<file path="src/rtl/adc_spi_pkg.sv">
// Constants, widths, timing and state encoding for the converter reader.
// Assumes a single 100 MHz clock; all link timing is derived from it.
`default_nettype none

package adc_spi_pkg;

  // ----------------------------------------------------------------
  // Clock and link timing
  // ----------------------------------------------------------------
  localparam int CLK_PERIOD_NS = 10;
  localparam int SCK_HALF_NS   = 500;
  localparam int SCK_HALF_CYC  = (SCK_HALF_NS + CLK_PERIOD_NS - 1) / CLK_PERIOD_NS;
  localparam int CS_IDLE_NS    = 500;
  localparam int CS_IDLE_CYC   = (CS_IDLE_NS + CLK_PERIOD_NS - 1) / CLK_PERIOD_NS;

  // ----------------------------------------------------------------
  // Frame layout
  // ----------------------------------------------------------------
  localparam int BYTE_W   = 8;
  localparam int CHAN_W   = 4;
  localparam int RES_W    = 10;
  localparam int LOW_BITS = 2;
  localparam int CNT_W    = 5;
  localparam logic [CNT_W-1:0] XCHG_FALLS = 5'h10;
  localparam logic [CNT_W-1:0] EOC_FALL   = 5'h0A;
  localparam logic [CHAN_W-1:0] CHAN_PAD  = 4'h0;
  localparam logic [1:0]        SEEN_TWO  = 2'h2;

  // ----------------------------------------------------------------
  // Master sequencer states
  // ----------------------------------------------------------------
  typedef enum logic [1:0] {
    ST_IDLE,
    ST_SETUP,
    ST_SHIFT,
    ST_HOLD
  } mst_state_t;

endpackage : adc_spi_pkg

`default_nettype wire

</file>
<file path="src/rtl/adc_spi_master_reader.sv">
// Serial port that reads a 10-bit multi-channel converter as master,
// with a plain one-byte slave mode. Assumes all pins are asynchronous.
//
// Contract
// (RQ1) Master shifts each byte out most significant bit first.
// (RQ2) Clock pin drives out as master, is an input as slave.
// (RQ3) Data-in pin reads as master, drives out as slave.
// (RQ4) Slave select low enables slave transfers; held high in master mode.
// (RQ5) Data is shifted on one clock edge and sampled on the other.
// (RQ6) Master drives data on rising edge, captures on falling edge.
// (RQ7) Chip select goes low before any serial clock edge.
// (RQ8) Two back-to-back bytes form one 16-bit exchange under one select.
// (RQ9) First byte sends channel, returns upper 8 result bits as high byte.
// (RQ10) Second byte returns the 2 low bits on top, stored as low byte.
// (RQ11) Channel address sits in the upper nibble of the sent byte.
// (RQ12) Each exchange returns the previous result; first one is discarded.
// (RQ13) End-of-conversion low means busy; wait for high before starting.
// (RQ14) Converter takes a 4-bit address MSB first on rising edges.
// (RQ15) Converter drives zero after its 10 result bits.
// (RQ16) Converter pulls end-of-conversion low on tenth falling edge.
// (RQ17) Converter output floats and input ignored while select is high; the model drives the inverse of its last bit instead.
// (RQ18) Select returns high after the second byte, before a new exchange.
`default_nettype none

module adc_spi_master_reader
  import adc_spi_pkg::*;
#(
  parameter int SCK_HALF = SCK_HALF_CYC,
  parameter int CS_IDLE  = CS_IDLE_CYC
)(
  // Clock and reset
  input  wire logic              ref_clk,
  input  wire logic              rst_n,
  // Control
  input  wire logic              slave_mode,
  input  wire logic              start,
  input  wire logic [CHAN_W-1:0] channel,
  output logic                   busy,
  // Results
  output logic [BYTE_W-1:0]      result_hi_ff,
  output logic [BYTE_W-1:0]      result_lo_ff,
  output logic [RES_W-1:0]       result_ff,
  output logic                   result_valid_ff,
  output logic                   tail_err_ff,
  output logic                   eoc_missed_ff,
  output logic                   conv_done,
  // Slave user side
  input  wire logic [BYTE_W-1:0] slave_tx_byte,
  output logic [BYTE_W-1:0]      slave_rx_byte_ff,
  output logic                   slave_rx_valid_ff,
  // Pins
  output logic                   cs_n_ff,
  input  wire logic              sck_i,
  output logic                   sck_ff,
  output logic                   sck_oe,
  input  wire logic              mosi_i,
  output logic                   mosi_o,
  output logic                   mosi_oe,
  input  wire logic              miso_i,
  output logic                   miso_o,
  output logic                   miso_oe,
  input  wire logic              ss_n_i,
  input  wire logic              eoc_i
);

  localparam int DIV_W = $clog2(SCK_HALF + CS_IDLE + 1);
  localparam logic [4:0] PIN_IDLE = 5'h18;

  generate
    if (SCK_HALF < 3 || CS_IDLE < 8) begin : g_bad_timing
      $error("adc_spi_master_reader: timing counts too small");
    end
  endgenerate

  // ----------------------------------------------------------------
  // Pin synchronisers
  // ----------------------------------------------------------------
  logic [4:0] meta_ff;
  logic [4:0] sync_ff;
  logic       sck_prev_ff;
  logic       ss_prev_ff;
  logic       sck_s, mosi_s, miso_s, ss_n_s, eoc_s;

  always_ff @(posedge ref_clk) begin
    if (!rst_n) begin
      meta_ff <= PIN_IDLE;
      sync_ff <= PIN_IDLE;
    end else begin
      meta_ff <= {eoc_i, ss_n_i, miso_i, mosi_i, sck_i};
      sync_ff <= meta_ff;
    end
  end

  assign {eoc_s, ss_n_s, miso_s, mosi_s, sck_s} = sync_ff;

  always_ff @(posedge ref_clk) begin
    if (!rst_n) begin
      sck_prev_ff <= 1'b0;
      ss_prev_ff  <= 1'b1;
    end else begin
      sck_prev_ff <= sck_s;
      ss_prev_ff  <= ss_n_s;
    end
  end

  // ----------------------------------------------------------------
  // Master sequencer and clock divider
  // ----------------------------------------------------------------
  mst_state_t              state_ff;
  logic [DIV_W-1:0]        div_ff;
  logic                    byte_idx_ff;
  logic [CNT_W-1:0]        fall_cnt_ff;
  logic [CHAN_W-1:0]       chan_ff;
  logic [1:0]              seen_ff;
  logic                    tick;
  logic                    hold_tick;
  logic                    m_drive, m_sample, m_start;
  logic                    s_drive, s_sample, s_load;
  logic                    sh_load, sh_done, sh_sdo;
  logic [BYTE_W-1:0]       sh_data, sh_reg;

  assign tick      = (div_ff == DIV_W'(SCK_HALF - 1));
  assign hold_tick = (div_ff == DIV_W'(CS_IDLE - 1));
  assign m_start   = (state_ff == ST_IDLE) && !slave_mode && start && eoc_s; // RQ13
  assign m_drive   = (state_ff == ST_SHIFT) && tick && !sck_ff;             // RQ6
  assign m_sample  = (state_ff == ST_SHIFT) && tick && sck_ff;              // RQ6
  assign busy      = (state_ff != ST_IDLE);
  assign conv_done = eoc_s;

  always_ff @(posedge ref_clk) begin
    if (!rst_n || state_ff == ST_IDLE || (state_ff == ST_SETUP && tick) ||
        (state_ff == ST_SHIFT && tick) || (state_ff == ST_HOLD && hold_tick)) begin
      div_ff <= '0;
    end else begin
      div_ff <= div_ff + DIV_W'(1);
    end
  end

  always_ff @(posedge ref_clk) begin
    if (!rst_n) begin
      state_ff    <= ST_IDLE;
      cs_n_ff     <= 1'b1;
      byte_idx_ff <= 1'b0;
      chan_ff     <= '0;
    end else begin
      case (state_ff)
        ST_IDLE: begin
          if (m_start) begin
            cs_n_ff     <= 1'b0; // RQ7
            chan_ff     <= channel;
            byte_idx_ff <= 1'b0;
            state_ff    <= ST_SETUP;
          end
        end
        ST_SETUP: begin
          if (tick) begin
            state_ff <= ST_SHIFT;
          end
        end
        ST_SHIFT: begin
          if (sh_done && byte_idx_ff) begin
            cs_n_ff  <= 1'b1; // RQ18
            state_ff <= ST_HOLD;
          end else if (sh_done) begin
            byte_idx_ff <= 1'b1; // RQ8
          end
        end
        ST_HOLD: begin
          if (hold_tick) begin
            state_ff <= ST_IDLE;
          end
        end
        default: begin
          state_ff <= ST_IDLE;
          cs_n_ff  <= 1'b1;
        end
      endcase
    end
  end

  // Serial clock idles low and only toggles while select is low.
  always_ff @(posedge ref_clk) begin
    if (!rst_n || state_ff != ST_SHIFT) begin
      sck_ff <= 1'b0;
    end else if (tick) begin
      sck_ff <= !sck_ff;
    end
  end

  always_ff @(posedge ref_clk) begin
    if (!rst_n || m_start) begin
      fall_cnt_ff <= '0;
    end else if (m_sample) begin
      fall_cnt_ff <= fall_cnt_ff + CNT_W'(1);
    end
  end

  // ----------------------------------------------------------------
  // Slave side edge detection
  // ----------------------------------------------------------------
  // Slave clocking is limited to a few MHz by the two-stage pin sync.
  assign s_drive  = slave_mode && !ss_n_s && sck_s && !sck_prev_ff;  // RQ4 RQ5
  assign s_sample = slave_mode && !ss_n_s && !sck_s && sck_prev_ff;  // RQ4 RQ5
  assign s_load   = slave_mode && ((!ss_n_s && ss_prev_ff) || sh_done);

  // ----------------------------------------------------------------
  // Shared shifter
  // ----------------------------------------------------------------
  assign sh_load = m_start || (state_ff == ST_SHIFT && sh_done && !byte_idx_ff) || s_load;
  assign sh_data = slave_mode ? slave_tx_byte : {(m_start ? channel : chan_ff), CHAN_PAD}; // RQ11 RQ14

  spi_byte_shifter u_shifter (
    .clk       (ref_clk),
    .rst_n     (rst_n),
    .load      (sh_load),
    .load_data (sh_data),
    .drive_en  (m_drive || s_drive),
    .sample_en (m_sample || s_sample),
    .sdi       (slave_mode ? mosi_s : miso_s),
    .sdo_ff    (sh_sdo),
    .shreg_ff  (sh_reg),
    .done_ff   (sh_done)
  );

  // ----------------------------------------------------------------
  // Pin directions
  // ----------------------------------------------------------------
  assign sck_oe  = !slave_mode;               // RQ2
  assign mosi_oe = !slave_mode;               // RQ3
  assign miso_oe = slave_mode && !ss_n_s;     // RQ3 RQ4
  assign mosi_o  = sh_sdo && !slave_mode && !cs_n_ff;
  assign miso_o  = sh_sdo && slave_mode;

  // ----------------------------------------------------------------
  // Result capture
  // ----------------------------------------------------------------
  always_ff @(posedge ref_clk) begin
    if (!rst_n) begin
      result_hi_ff <= '0;
      result_lo_ff <= '0;
    end else if (!slave_mode && state_ff == ST_SHIFT && sh_done) begin
      if (byte_idx_ff) begin
        result_lo_ff <= sh_reg; // RQ10
      end else begin
        result_hi_ff <= sh_reg; // RQ9
      end
    end
  end

  // The first exchange after reset carries no real conversion, so it
  // completes on the link but never raises the valid strobe.
  always_ff @(posedge ref_clk) begin
    if (!rst_n) begin
      seen_ff         <= '0;
      result_valid_ff <= 1'b0;
      result_ff       <= '0;
    end else begin
      result_valid_ff <= 1'b0;
      if (state_ff == ST_HOLD && hold_tick) begin
        if (seen_ff != SEEN_TWO) begin
          seen_ff <= seen_ff + 2'h1;
        end
        result_ff       <= {result_hi_ff, result_lo_ff[BYTE_W-1 -: LOW_BITS]}; // RQ9 RQ10
        result_valid_ff <= (seen_ff != 2'h0); // RQ12
      end
    end
  end

  // Link sanity flags, sticky until reset.
  always_ff @(posedge ref_clk) begin
    if (!rst_n) begin
      tail_err_ff   <= 1'b0;
      eoc_missed_ff <= 1'b0;
    end else begin
      if (state_ff == ST_HOLD && hold_tick && result_lo_ff[BYTE_W-LOW_BITS-1:0] != '0) begin
        tail_err_ff <= 1'b1; // RQ15
      end
      if (m_drive && fall_cnt_ff == EOC_FALL && eoc_s) begin
        eoc_missed_ff <= 1'b1; // RQ16
      end
    end
  end

  // Slave side byte hand-off. The select gate keeps idle bus traffic out.
  always_ff @(posedge ref_clk) begin
    if (!rst_n) begin
      slave_rx_byte_ff  <= '0;
      slave_rx_valid_ff <= 1'b0;
    end else begin
      slave_rx_valid_ff <= slave_mode && sh_done; // RQ17
      if (slave_mode && sh_done) begin
        slave_rx_byte_ff <= sh_reg;
      end
    end
  end
endmodule : adc_spi_master_reader

`default_nettype wire

</file>
<file path="src/rtl/spi_byte_shifter.sv">
// Shared 8-bit shift register, transmit and receive in one word.
// Assumes drive and sample strobes are one-cycle pulses from the caller.
`default_nettype none

module spi_byte_shifter
  import adc_spi_pkg::*;
(
  // Clock and reset
  input  wire logic              clk,
  input  wire logic              rst_n,
  // Control
  input  wire logic              load,
  input  wire logic [BYTE_W-1:0] load_data,
  input  wire logic              drive_en,
  input  wire logic              sample_en,
  // Serial
  input  wire logic              sdi,
  output logic                   sdo_ff,
  // Parallel
  output logic [BYTE_W-1:0]      shreg_ff,
  output logic                   done_ff
);

  logic [2:0] bit_cnt_ff;

  // ----------------------------------------------------------------
  // Shift register, most significant bit leaves first
  // ----------------------------------------------------------------
  always_ff @(posedge clk) begin
    if (!rst_n) begin
      shreg_ff   <= '0;
      bit_cnt_ff <= '0;
    end else if (load) begin
      shreg_ff   <= load_data;
      bit_cnt_ff <= '0;
    end else if (sample_en) begin
      shreg_ff   <= {shreg_ff[BYTE_W-2:0], sdi}; // RQ1
      bit_cnt_ff <= bit_cnt_ff + 3'h1;
    end
  end

  always_ff @(posedge clk) begin
    if (!rst_n || load) begin
      sdo_ff <= 1'b0;
    end else if (drive_en) begin
      sdo_ff <= shreg_ff[BYTE_W-1]; // RQ1
    end
  end

  always_ff @(posedge clk) begin
    if (!rst_n) begin
      done_ff <= 1'b0;
    end else begin
      done_ff <= sample_en && !load && (bit_cnt_ff == 3'h7);
    end
  end

endmodule : spi_byte_shifter

`default_nettype wire

</file>
<file path="config.mk">
export PLATFORM = sky130hd
export DESIGN_NAME = adc_spi_master_reader
export DESIGN_NICKNAME = d
export VERILOG_FILES = /design/src/rtl/adc_spi_pkg.sv /design/src/rtl/adc_spi_master_reader.sv /design/src/rtl/spi_byte_shifter.sv
export SDC_FILE = /design/constraint.sdc
export NUM_CORES = 1
export LEC_CHECK = 0
export BUFFER_PORTS_ARGS = -buffer_cell sky130_fd_sc_hd__buf_4
export CAP_MARGIN = 10
export CORE_MARGIN = 3
export CORE_UTILIZATION = 49
export CTS_CLUSTER_DIAMETER = 40
export DETAILED_ROUTE_END_ITERATION = 10
export HOLD_SLACK_MARGIN = 0.02
export PLACE_DENSITY = 0.78
export SETUP_SLACK_MARGIN = 0.5
export SLEW_MARGIN = 10
export SYNTH_ARGS = -nofsm -noshare
export SYNTH_HDL_FRONTEND = slang
export SYNTH_SLANG_ARGS = --single-unit
</file>
<file path="constraint.sdc">
create_clock -name ref_clk -period 2.9 [get_ports ref_clk]
set_input_delay 0.435 -clock ref_clk [delete_from_list [all_inputs] [get_ports ref_clk]]
set_output_delay 0.435 -clock ref_clk [all_outputs]
set_load 0.005 [all_outputs]
</file>
# Word level (Yosys, flattened, before mapping)
# Cells that the tools add are included.
# totals
output_inout_bits	47
regBits	86
wordCells	124
# op_classes
reduce_logical	64
add_sub_neg	4
mux	16
n_eq_ne	14
bitwise_logic	2
# op_table
cell	count
logical AND 1 bit	29
two-way mux 8 bit	3
inequality test 2 bit, second input constant	7
logical OR 1 bit	12
logical NOT 1 bit	9
two-way mux 2 bit	4
one-hot mux 2 bit (4 select lines)	1
AND reduction 2 bit	4
AND reduction 4 bit	2
nonzero test 2 bit	4
adder 7 x 1 -> 7 bit, second input constant	1
equality test 7 x 6 -> 1 bit, second input constant	1
nonzero test 6 bit	1
adder 5 x 1 -> 5 bit, second input constant	1
equality test 5 x 4 -> 1 bit, second input constant	1
two-way mux 1 bit	5
equality test 2 bit, second input constant	2
two-way mux 4 bit	1
one-hot mux 1 bit (2 select lines)	2
adder 3 x 1 -> 3 bit, second input constant	1
equality test 3 bit, second input constant	1
AND reduction 3 bit	1
adder 2 x 1 -> 2 bit, second input constant	1
equality test 2 x 1 -> 1 bit, second input constant	1
other kinds (4)	5

# Logic depth before layout (Yosys ltp)
# Gate-level depths: netlist (run 1).
# logic_depth
word_depth	9
depth_mapped	8
mapped_depth_nobuf	6

# Hierarchy
# Synthesis (run 1) repeated with hierarchy kept, for this count alone.
# unflattened
cells_unflattened	387
hier_area_um2	3733.6
# by_module_without_submodules
module	seq_area_each_um2	cells_each	area_each_um2	n_inst
adc_spi_master_reader	1461.4	334	3118.0	1
spi_byte_shifter	260.2	53	615.6	1

# Least setup slack after synthesis (run 1)
# No wires, ideal clock.
# synth_timing
path_kind	register to register
startpoint	register div_ff[0]
endpoint	register u_shifter.shreg_ff[4]
slack_ns	1.047
path_stages_with_launch	8
setup_ns	0.135
n_path_buf	2
arrival_time_ns	1.718
synth_period_minus_slack_ns	1.853
path_cell_list	dfxtp_1 ha_1 or4b_4 buf_6 o21ai_4 buf_8 mux2i_1 o22ai_1
# synth_between
elab_chain_len	5
# synth_lines
element	line	source
start: declaration	adc_spi_master_reader.sv:110	logic [DIV_W-1:0] div_ff;
start signal: assignment	adc_spi_master_reader.sv:135	div_ff <= div_ff + DIV_W'(1);
equality test 7 x 6 -> 1 bit	adc_spi_master_reader.sv:122	assign tick = (div_ff == DIV_W'(SCK_HALF - 1));
logical AND 1 bit (2 in series)	adc_spi_master_reader.sv:126	assign m_sample = (state_ff == ST_SHIFT) && tick && sck_ff;
logical OR 1 bit	adc_spi_master_reader.sv:218	.sample_en (m_sample || s_sample),
nonzero test 2 bit (no line)	--	
end signal: assignment	spi_byte_shifter.sv:34	shreg_ff <= load_data;
end signal: assignment	spi_byte_shifter.sv:37	shreg_ff <= {shreg_ff[BYTE_W-2:0], sdi};
end: declaration	spi_byte_shifter.sv:20	output logic [BYTE_W-1:0] shreg_ff,
# Every way passes these cells.
# A chain may end at the register's enable or synchronous reset.

# Worst setup path in the final report (run 1)
# layout_timing
startpoint	register state_ff[0]
endpoint	register u_shifter.sdo_ff
# layout_between
elab_chain_len	7
word_cells_on_any_way	13
cone_classes	1 x eq/ne; 12 x reduce/logical
# layout_lines
element	line	source
start: declaration	adc_spi_master_reader.sv:109	mst_state_t state_ff;
start signal: assignment	adc_spi_master_reader.sv:141	state_ff <= ST_IDLE;
start signal: assignment	adc_spi_master_reader.sv:152	state_ff <= ST_SETUP;
start signal: assignment	adc_spi_master_reader.sv:157	state_ff <= ST_SHIFT;
logical NOT 2 bit	adc_spi_master_reader.sv:124	assign m_start = (state_ff == ST_IDLE) && !slave_mode && start && eoc_s;
logical AND 1 bit (3 in series)	adc_spi_master_reader.sv:124	
logical OR 1 bit (2 in series)	adc_spi_master_reader.sv:209	assign sh_load = m_start || (state_ff == ST_SHIFT && sh_done && !byte_idx_ff) || s_load;
logical OR 1 bit	spi_byte_shifter.sv:43	if (!rst_n || load) begin
end signal: assignment	spi_byte_shifter.sv:46	sdo_ff <= shreg_ff[BYTE_W-1];
end: declaration	spi_byte_shifter.sv:18	output logic sdo_ff,
# Parallel ways exist; a longest one is shown, timed or not.

==> results.toml, run 1 <==
[outcome]
status = "completed"

[final_layout]
final_cell_mix = "dfxtp_1 (86), buf_4 (71), nand2_1 (42)"
area_growth_pct = 22.91
insertedDiodeCount = 0
postLayoutCoreUtil_pct = 62.97
drive_above_1_share_pct = 23.29
finalNonFillerCells = 521
nNetsFinal = 453
final_common_cell = "dfxtp_1"

[grt]
grt_pass1_vias = 2614
grt_max_degree = 32
antenna_found_initial = 0
grtUsageTotal_pct = 18.63
grt_pass1_wl_mm = 12.39
gr-total-overflow = 0

[worst_setup_path]
crit_path_end_kind = "flip-flop"
start_kind = "flip-flop"
critPathMaxFanout = 13
critPathKind = "flip-flop to flip-flop"
required_ns = 3.19
cp.arrival_ns = 2.39

[detailed_routing]
drc = 0
drt-total-wl_mm = 7.543
antenna_left = 0
drt-initial-drc-count = 121
wl_per_cell_um = 14.48
firstDrtPassIters = 4
num_vias = 2747
vias_per_cell = 5.273

[yosys]
ys_seq_elements = 86
synth_top_family_by_area = "simple AND/OR/NAND/NOR gates"
synth_adder_area_share_pct = 4.243
synthMuxAreaShare_pct = 8.380
syn-num-nets = 387
syn_inst = 354
ys_warn_count = 0
syn-cell-area_sq_um = 3538
seq_area_frac_synth_pct = 48.66
synth_compound_area_share_pct = 13.30
yosys.area.top_type = "dfxtp_1"
synth.top_cells.by_area = "dfxtp_1 (49%), mux2i_1 (6.8%), nand2_1 (4.5%)"
synth_xor_area_share_pct = 2.475
yosys.area.top_type_share_pct = 48.66
synthDistinctLibCells = 48
syn_area_per_cell_sq_um = 9.995
synthSimpleGateAreaFrac_pct = 19.48

[clocking]
cts.sinks = 86
cts.clk_slew.worst_paths_ns = 0.09
cts-root-buf = "clkbuf_8"
cts_buffers = 9
cts_tree = "built"
cts_max_path_buffers = 2
cts_htree_levels = 3
clkLatencyLatePin_ns = 0.36

[pwr]
seqPwrFrac_pct = 50.2
pwr-share-comb_pct = 12.5
p_switching_uw = 649.3
power_leakage_uw = 0.001688
p_int_uw = 1845
p_per_area_nw_per_um2 = 573.6
swShare_pct = 26.03
power_frac_clock_pct = 37.3
ir_drop_uv = 377.0

[sta]
clock.fmax_mhz = 474.9
hold_viol_final = 0
period_needed_ns = 2.106
setup_viol = 0
finalCritPeriodShare_pct = 72.61
timing.slew.headroom_pct = 52.59
rsz0062_at_grt = "false"
final.setup.tns_ns = 0
tightest_slew_ns = 0.7097
slew_viol_final = 0
skew_ns = 0.01058

[placed_design]
gp_congestion = 0.7532
place_inst = 504
io_buffers = 67
dp_hpwl_mm = 5.376

[die]
die_area_sq_um = 8276
fp-row-count = 30
die_h_um = 90.98
core-area_sq_um = 6907
io_pins = 68
initial_utilization_pct = 51.23
dieWidth_um = 90.98

[job]
max-cap-violations = 0

[hold_path]
hold_path_class = "input pin to flip-flop"
==> power groups by stage <==
| stage | combinational (uW) | sequential, uW | clock (uW) |
|---|---|---|---|
| floorplan | 223 | 1270 | 0 |
| global placement | 303 | 1280 | 0 |
| detailed placement | 308 | 1280 | 0 |
| CTS | 311 | 1250 | 950 |
| global route | 346 | 1260 | 999 |
| finish | 312 | 1250 | 930 |
==> registers in the layout (all words and copies together), names as in the netlist, 2 cells and up <==
register and cells:
result_lo_ff 8, fall_cnt_ff 5, u_shifter.bit_cnt_ff 3, meta_ff 5
chan_ff 4, slave_rx_byte_ff 8, result_hi_ff 8, div_ff 7
result_ff 10, state_ff 2, sync_ff 5, u_shifter.shreg_ff 8
seen_ff 2
==> through the flow <==
stage | hold WS [ns] | worst slack [ns] | power, uW | area [sq um]
floorplan | 0.3863 | 1.047 | 1491 | 3538
finish | 0.2488 | 0.7943 | 2495 | 4349
global placement | 0.3877 | 0.8108 | 1580 | 4109
CTS | 0.2326 | 0.6728 | 2514 | 4329
global route | 0.2461 | 0.6160 | 2602 | 4349
detailed placement | 0.3974 | 0.6967 | 1589 | 4109
==> synth_stat cells, drive strengths merged <==
cell type and n:
nand2b 5, and3b 1, o21a 3, a21bo 1
o2bb2ai 4, a31oi 1, nor3b 3, nand3 13
or3 4, a21boi 21, nor4 2, dfxtp 86
o21ai 5, o31a 1, clkbuf 12, o22ai 4
and3 4, o31ai 1, mux2 5, or4bb 1
xor2 3, buf 5, or4b 1, o311ai 1
nand4 2, inv 8, mux2i 24, and2 11
nor4b 2, nor2b 12, clkinv 1, nor2 17
a221oi 1, nand2 42, nand4b 3, nand3b 1
a21oi 8, nor4bb 1, ha 12, xnor2 7
nor3 4, a22o 11
==> logic make-up (layout without fill, tap and decap cells) <==
logic type	count (synthesis)	count (layout)
adders and majority gates	12	12
buffers and inverters	26	97
and+or+nand+nor	129	129
xor gates and xnor gates	10	10
muxes	29	29
DFF	86	86
AOI/OAI and AO/OA	62	62
==> per-layer routing <==
| layer | up-vias | part of all wire, % | global-route usage [%] | routed length, um |
|---|---|---|---|---|
| met3 | 16 | 6.1 | 3.645 | 461 |
| met4 | 0 | 2.7 | 10.93 | 203 |
| li1 | 1361 | - | - | - |
| met5 | - | 0 | 0 | 0 |
| met1 | 1273 | 46 | 24.04 | 3495 |
| met2 | 97 | 45 | 28.88 | 3383 |
==> worst paths after layout <==
| kind | start | to | slack [ns] | cells after the start |
|---|---|---|---|---|
| setup / recovery | state_ff[0] | u_shifter.sdo_ff | 0.79 | 7 |
| hold / removal | eoc_i | meta_ff[4] | 0.25 | 2 |
| setup reg to reg | state_ff[0] | u_shifter.sdo_ff | 0.79 | 7 |
| hold reg to reg | meta_ff[4] | sync_ff[4] | 0.42 | 1 |
==> cell type report <==
type | instances | area (sq um)
Timing Repair Buffer | 72 | 553.0
Inverter | 9 | 33.78
Multi-Input combinational cell | 242 | 1700
Clock buffer | 9 | 123.9
Fill cell | 609 | 2557
Sequential cell | 86 | 1722
Clock inverter | 7 | 96.34
Tap cell | 96 | 120.1
==> what timing repair did <==
action                                  CTS  global route
resized for setup                         0             0
buffers inserted                          0             1
endpoints found under the setup margin    0             6
hold buffers                              0             0
==> worst max-delay path, cell delays in order, from the launching register on <==
cell and delay (ns):
dfxtp_1 0.40, inv_1 0.08, ha_1 0.30, nand4b_1 0.13, buf_4 0.17, nand2_1 0.16
or3_1 0.56, a21oi_1 0.22
Power figures use the tool's default switching activity.
==> run 2, diff against run 1 <==
- ABC_AREA: not set -> 1
- clock period: 2.9 -> 2.2 ns (I/O delays scaled with it)
==> results.toml, run 2 <==
[sta]
timing.slew.headroom_pct = 68.52
setup_ws_ns = 0.6009
clock.fmax_mhz = 625.3
final.setup.tns_ns = 0
period_needed_ns = 1.599
skew_ns = 0.01126
finalCritPeriodShare_pct = 72.69
rsz0062_at_grt = "true"
slew_viol_final = 0
tightest_slew_ns = 0.4721
hold_slack_ns = 0.1462
setup_viol = 0
hold_viol_final = 0

[yosys]
synthDistinctLibCells = 32
yosysMostFrequentCell = "dfxtp_1"
syn-cell-area_sq_um = 3570
yosys.area.top_type_share_pct = 48.23
synthArstFlopShare_pct = 0
ys.flop_type = "dfxtp_1"
syn-num-nets = 489
ys_seq_elements = 86
syn_inst = 456
synth.top_cells.by_area = "dfxtp_1 (48%), nand2_1 (8.5%), nor2_1 (7.0%)"
seq_area_frac_synth_pct = 48.23
synth_enable_flop_cells = 0
ys_warn_count = 0
yosys.area.top_type = "dfxtp_1"
syn_area_per_cell_sq_um = 7.828
netlist_top_cells_count = "dfxtp_1 (86), nand2_1 (81), nor2_1 (67), inv_1 (44), o21ai_0 (38)"

[pwr]
p_per_area_nw_per_um2 = 738.1
power_leakage_uw = 0.001967
ir_drop_uv = 427.8

[grt]
grt_pass1_vias = 3066
antenna_found_initial = 0
gr-total-overflow = 0
grt_pass1_wl_mm = 13.63
grtUsageTotal_pct = 20.14
grt_max_degree = 53

[worst_setup_path]
critPathKind = "flip-flop to flip-flop"
cp_common_cell = "nand2_1"
cp_slowest_cell = "dfxtp_1"
cp_cell_sequence = "inv_1 -> ha_1 -> nand2_1 -> nor2_2 -> nand2_2 -> nor2_4 -> buf_4 -> nand2_1 -> o21ai_0 -> a21oi_1"
required_ns = 2.46
crit_family = "simple AND/OR/NAND/NOR gates"
start_kind = "flip-flop"
critPathLaunch = "div_ff[1]"
critPathMaxFanout = 6
crit_path_end_kind = "flip-flop"
slowest_delay_ns = 0.33
crit_buf_inv = 2
r2r-start = "div_ff[1]"
cp.arrival_ns = 1.86

[hold_path]
hold_path_startpoint = "sck_i"
hold_path_class = "input pin to flip-flop"

[clocking]
hold_buffers = 0
cts.sinks = 86
cts_tree = "built"
clkLatencyLatePin_ns = 0.37
cts-root-buf = "clkbuf_8"
cts_buffers = 9
cts.clk_slew.worst_paths_ns = 0.08
cts_htree_levels = 3
cts_max_path_buffers = 2

[die]
die_area_sq_um = 8345
core-area_sq_um = 6944
fp-row-count = 30
io_pins = 68
die_h_um = 91.35
dieWidth_um = 91.35
initial_utilization_pct = 51.41

[final_layout]
drive_above_1_share_pct = 25.74
area_growth_pct = 25.90
nNetsFinal = 568
final_common_cell = "dfxtp_1"
finalNonFillerCells = 636
final_cell_area_sq_um = 4494
top_register = "result_ff"
insertedDiodeCount = 0
fillers = 596
final_cell_mix = "dfxtp_1 (83), buf_4 (81), nand2_1 (78)"
largest_reg_flops = 10

[job]
max-cap-violations = 0

[placed_design]
gp_congestion = 0.8695
dpl_worst_slack_ns = 0.3447
place_inst = 608
io_buffers = 67
place_area_sq_um = 4133
dp_hpwl_mm = 5.857

[detailed_routing]
drc = 0
drt-total-wl_mm = 8.051
num_vias = 3233
firstDrtPassIters = 4
wl_per_cell_um = 12.66
drt-initial-drc-count = 160
vias_per_cell = 5.083
antenna_left = 0

[outcome]
status = "completed"
==> run 2: cell count changes in the layout (fill, tap and decap cells not counted), moves of 23 or more <==
cell     delta
nor2_1     +47
nand2_1    +36
o21ai_0    +34
inv_1      +30
a21oi_1    +25
mux2i_1    -24
nand3_1    +23
==> run 2: cells by family after synthesis <==
family                     Yosys count  share of synthesized area, %
xor gates and xnor gates             6                         1.472
DFF                                 86                         48.23
and+or+nand+nor                    215                         27.90
buffers and inverters               62                         7.431
AOI/OAI and AO/OA                   75                         10.76
adders and majority gates           12                         4.206
==> run 2: metrics by stage <==
| step | power (uW) | utilization [%] |
|---|---|---|
| final | 3317 | 64.72 |
| after global routing | 3488 | 64.72 |
| after CTS | 3275 | 63.41 |
| after detailed placement | 2092 | 59.51 |
| after global placement | 2077 | 59.51 |
| after floorplan | 1973 | - |
==> run 2: path summary, 6_finish.rpt <==
kind                 to  slack, ns  depth (start not counted)
max reg2reg  seen_ff[0]       0.60                         10
min reg2reg  sync_ff[2]       0.42                          2
min          meta_ff[0]       0.15                          3
max          seen_ff[0]       0.60                         10
==> run 2: power breakdown <==
part	leakage, uW	total [uW]	internal, uW	switching [uW]
sequential	0.000698	1660	1610	51.4
clock	0.000103	1150	561	585
combinational	0.00117	508	227	282
==> run 2: what timing repair did <==
item / in CTS / in global routing
setup buffers: 7 / 5
pin swaps: 3 / 3
setup endpoints to repair: 28 / 36
gates resized for setup: 8 / 18
hold endpoints to repair: 0 / 0
==> run 2: per-layer routing <==
layer | routed length [um] | track usage [%] | vias up
li1 | - | - | 1617
met1 | 3551 | 25.34 | 1507
met2 | 3833 | 32.86 | 93
met3 | 479 | 4.640 | 16
met4 | 187 | 8.920 | 0
met5 | 0 | 0 | -
==> run 2: area by class of cell <==
cell class	count	area [sq um]	share of cell area (%)
sequential	86	1728	38.45
multi-input combinational	308	1628	36.22
timing repair buffer	82	619.3	13.78
inverter	48	192.7	4.287
clock buffer	10	137.6	3.062
tap	96	120.1	2.673
clock inverter	6	68.82	1.531
==> run 2: tightest hold or removal path, stage by stage <==
cell and delay, ns:
buf_4 0.08, nand2_1 0.04, inv_1 0.04
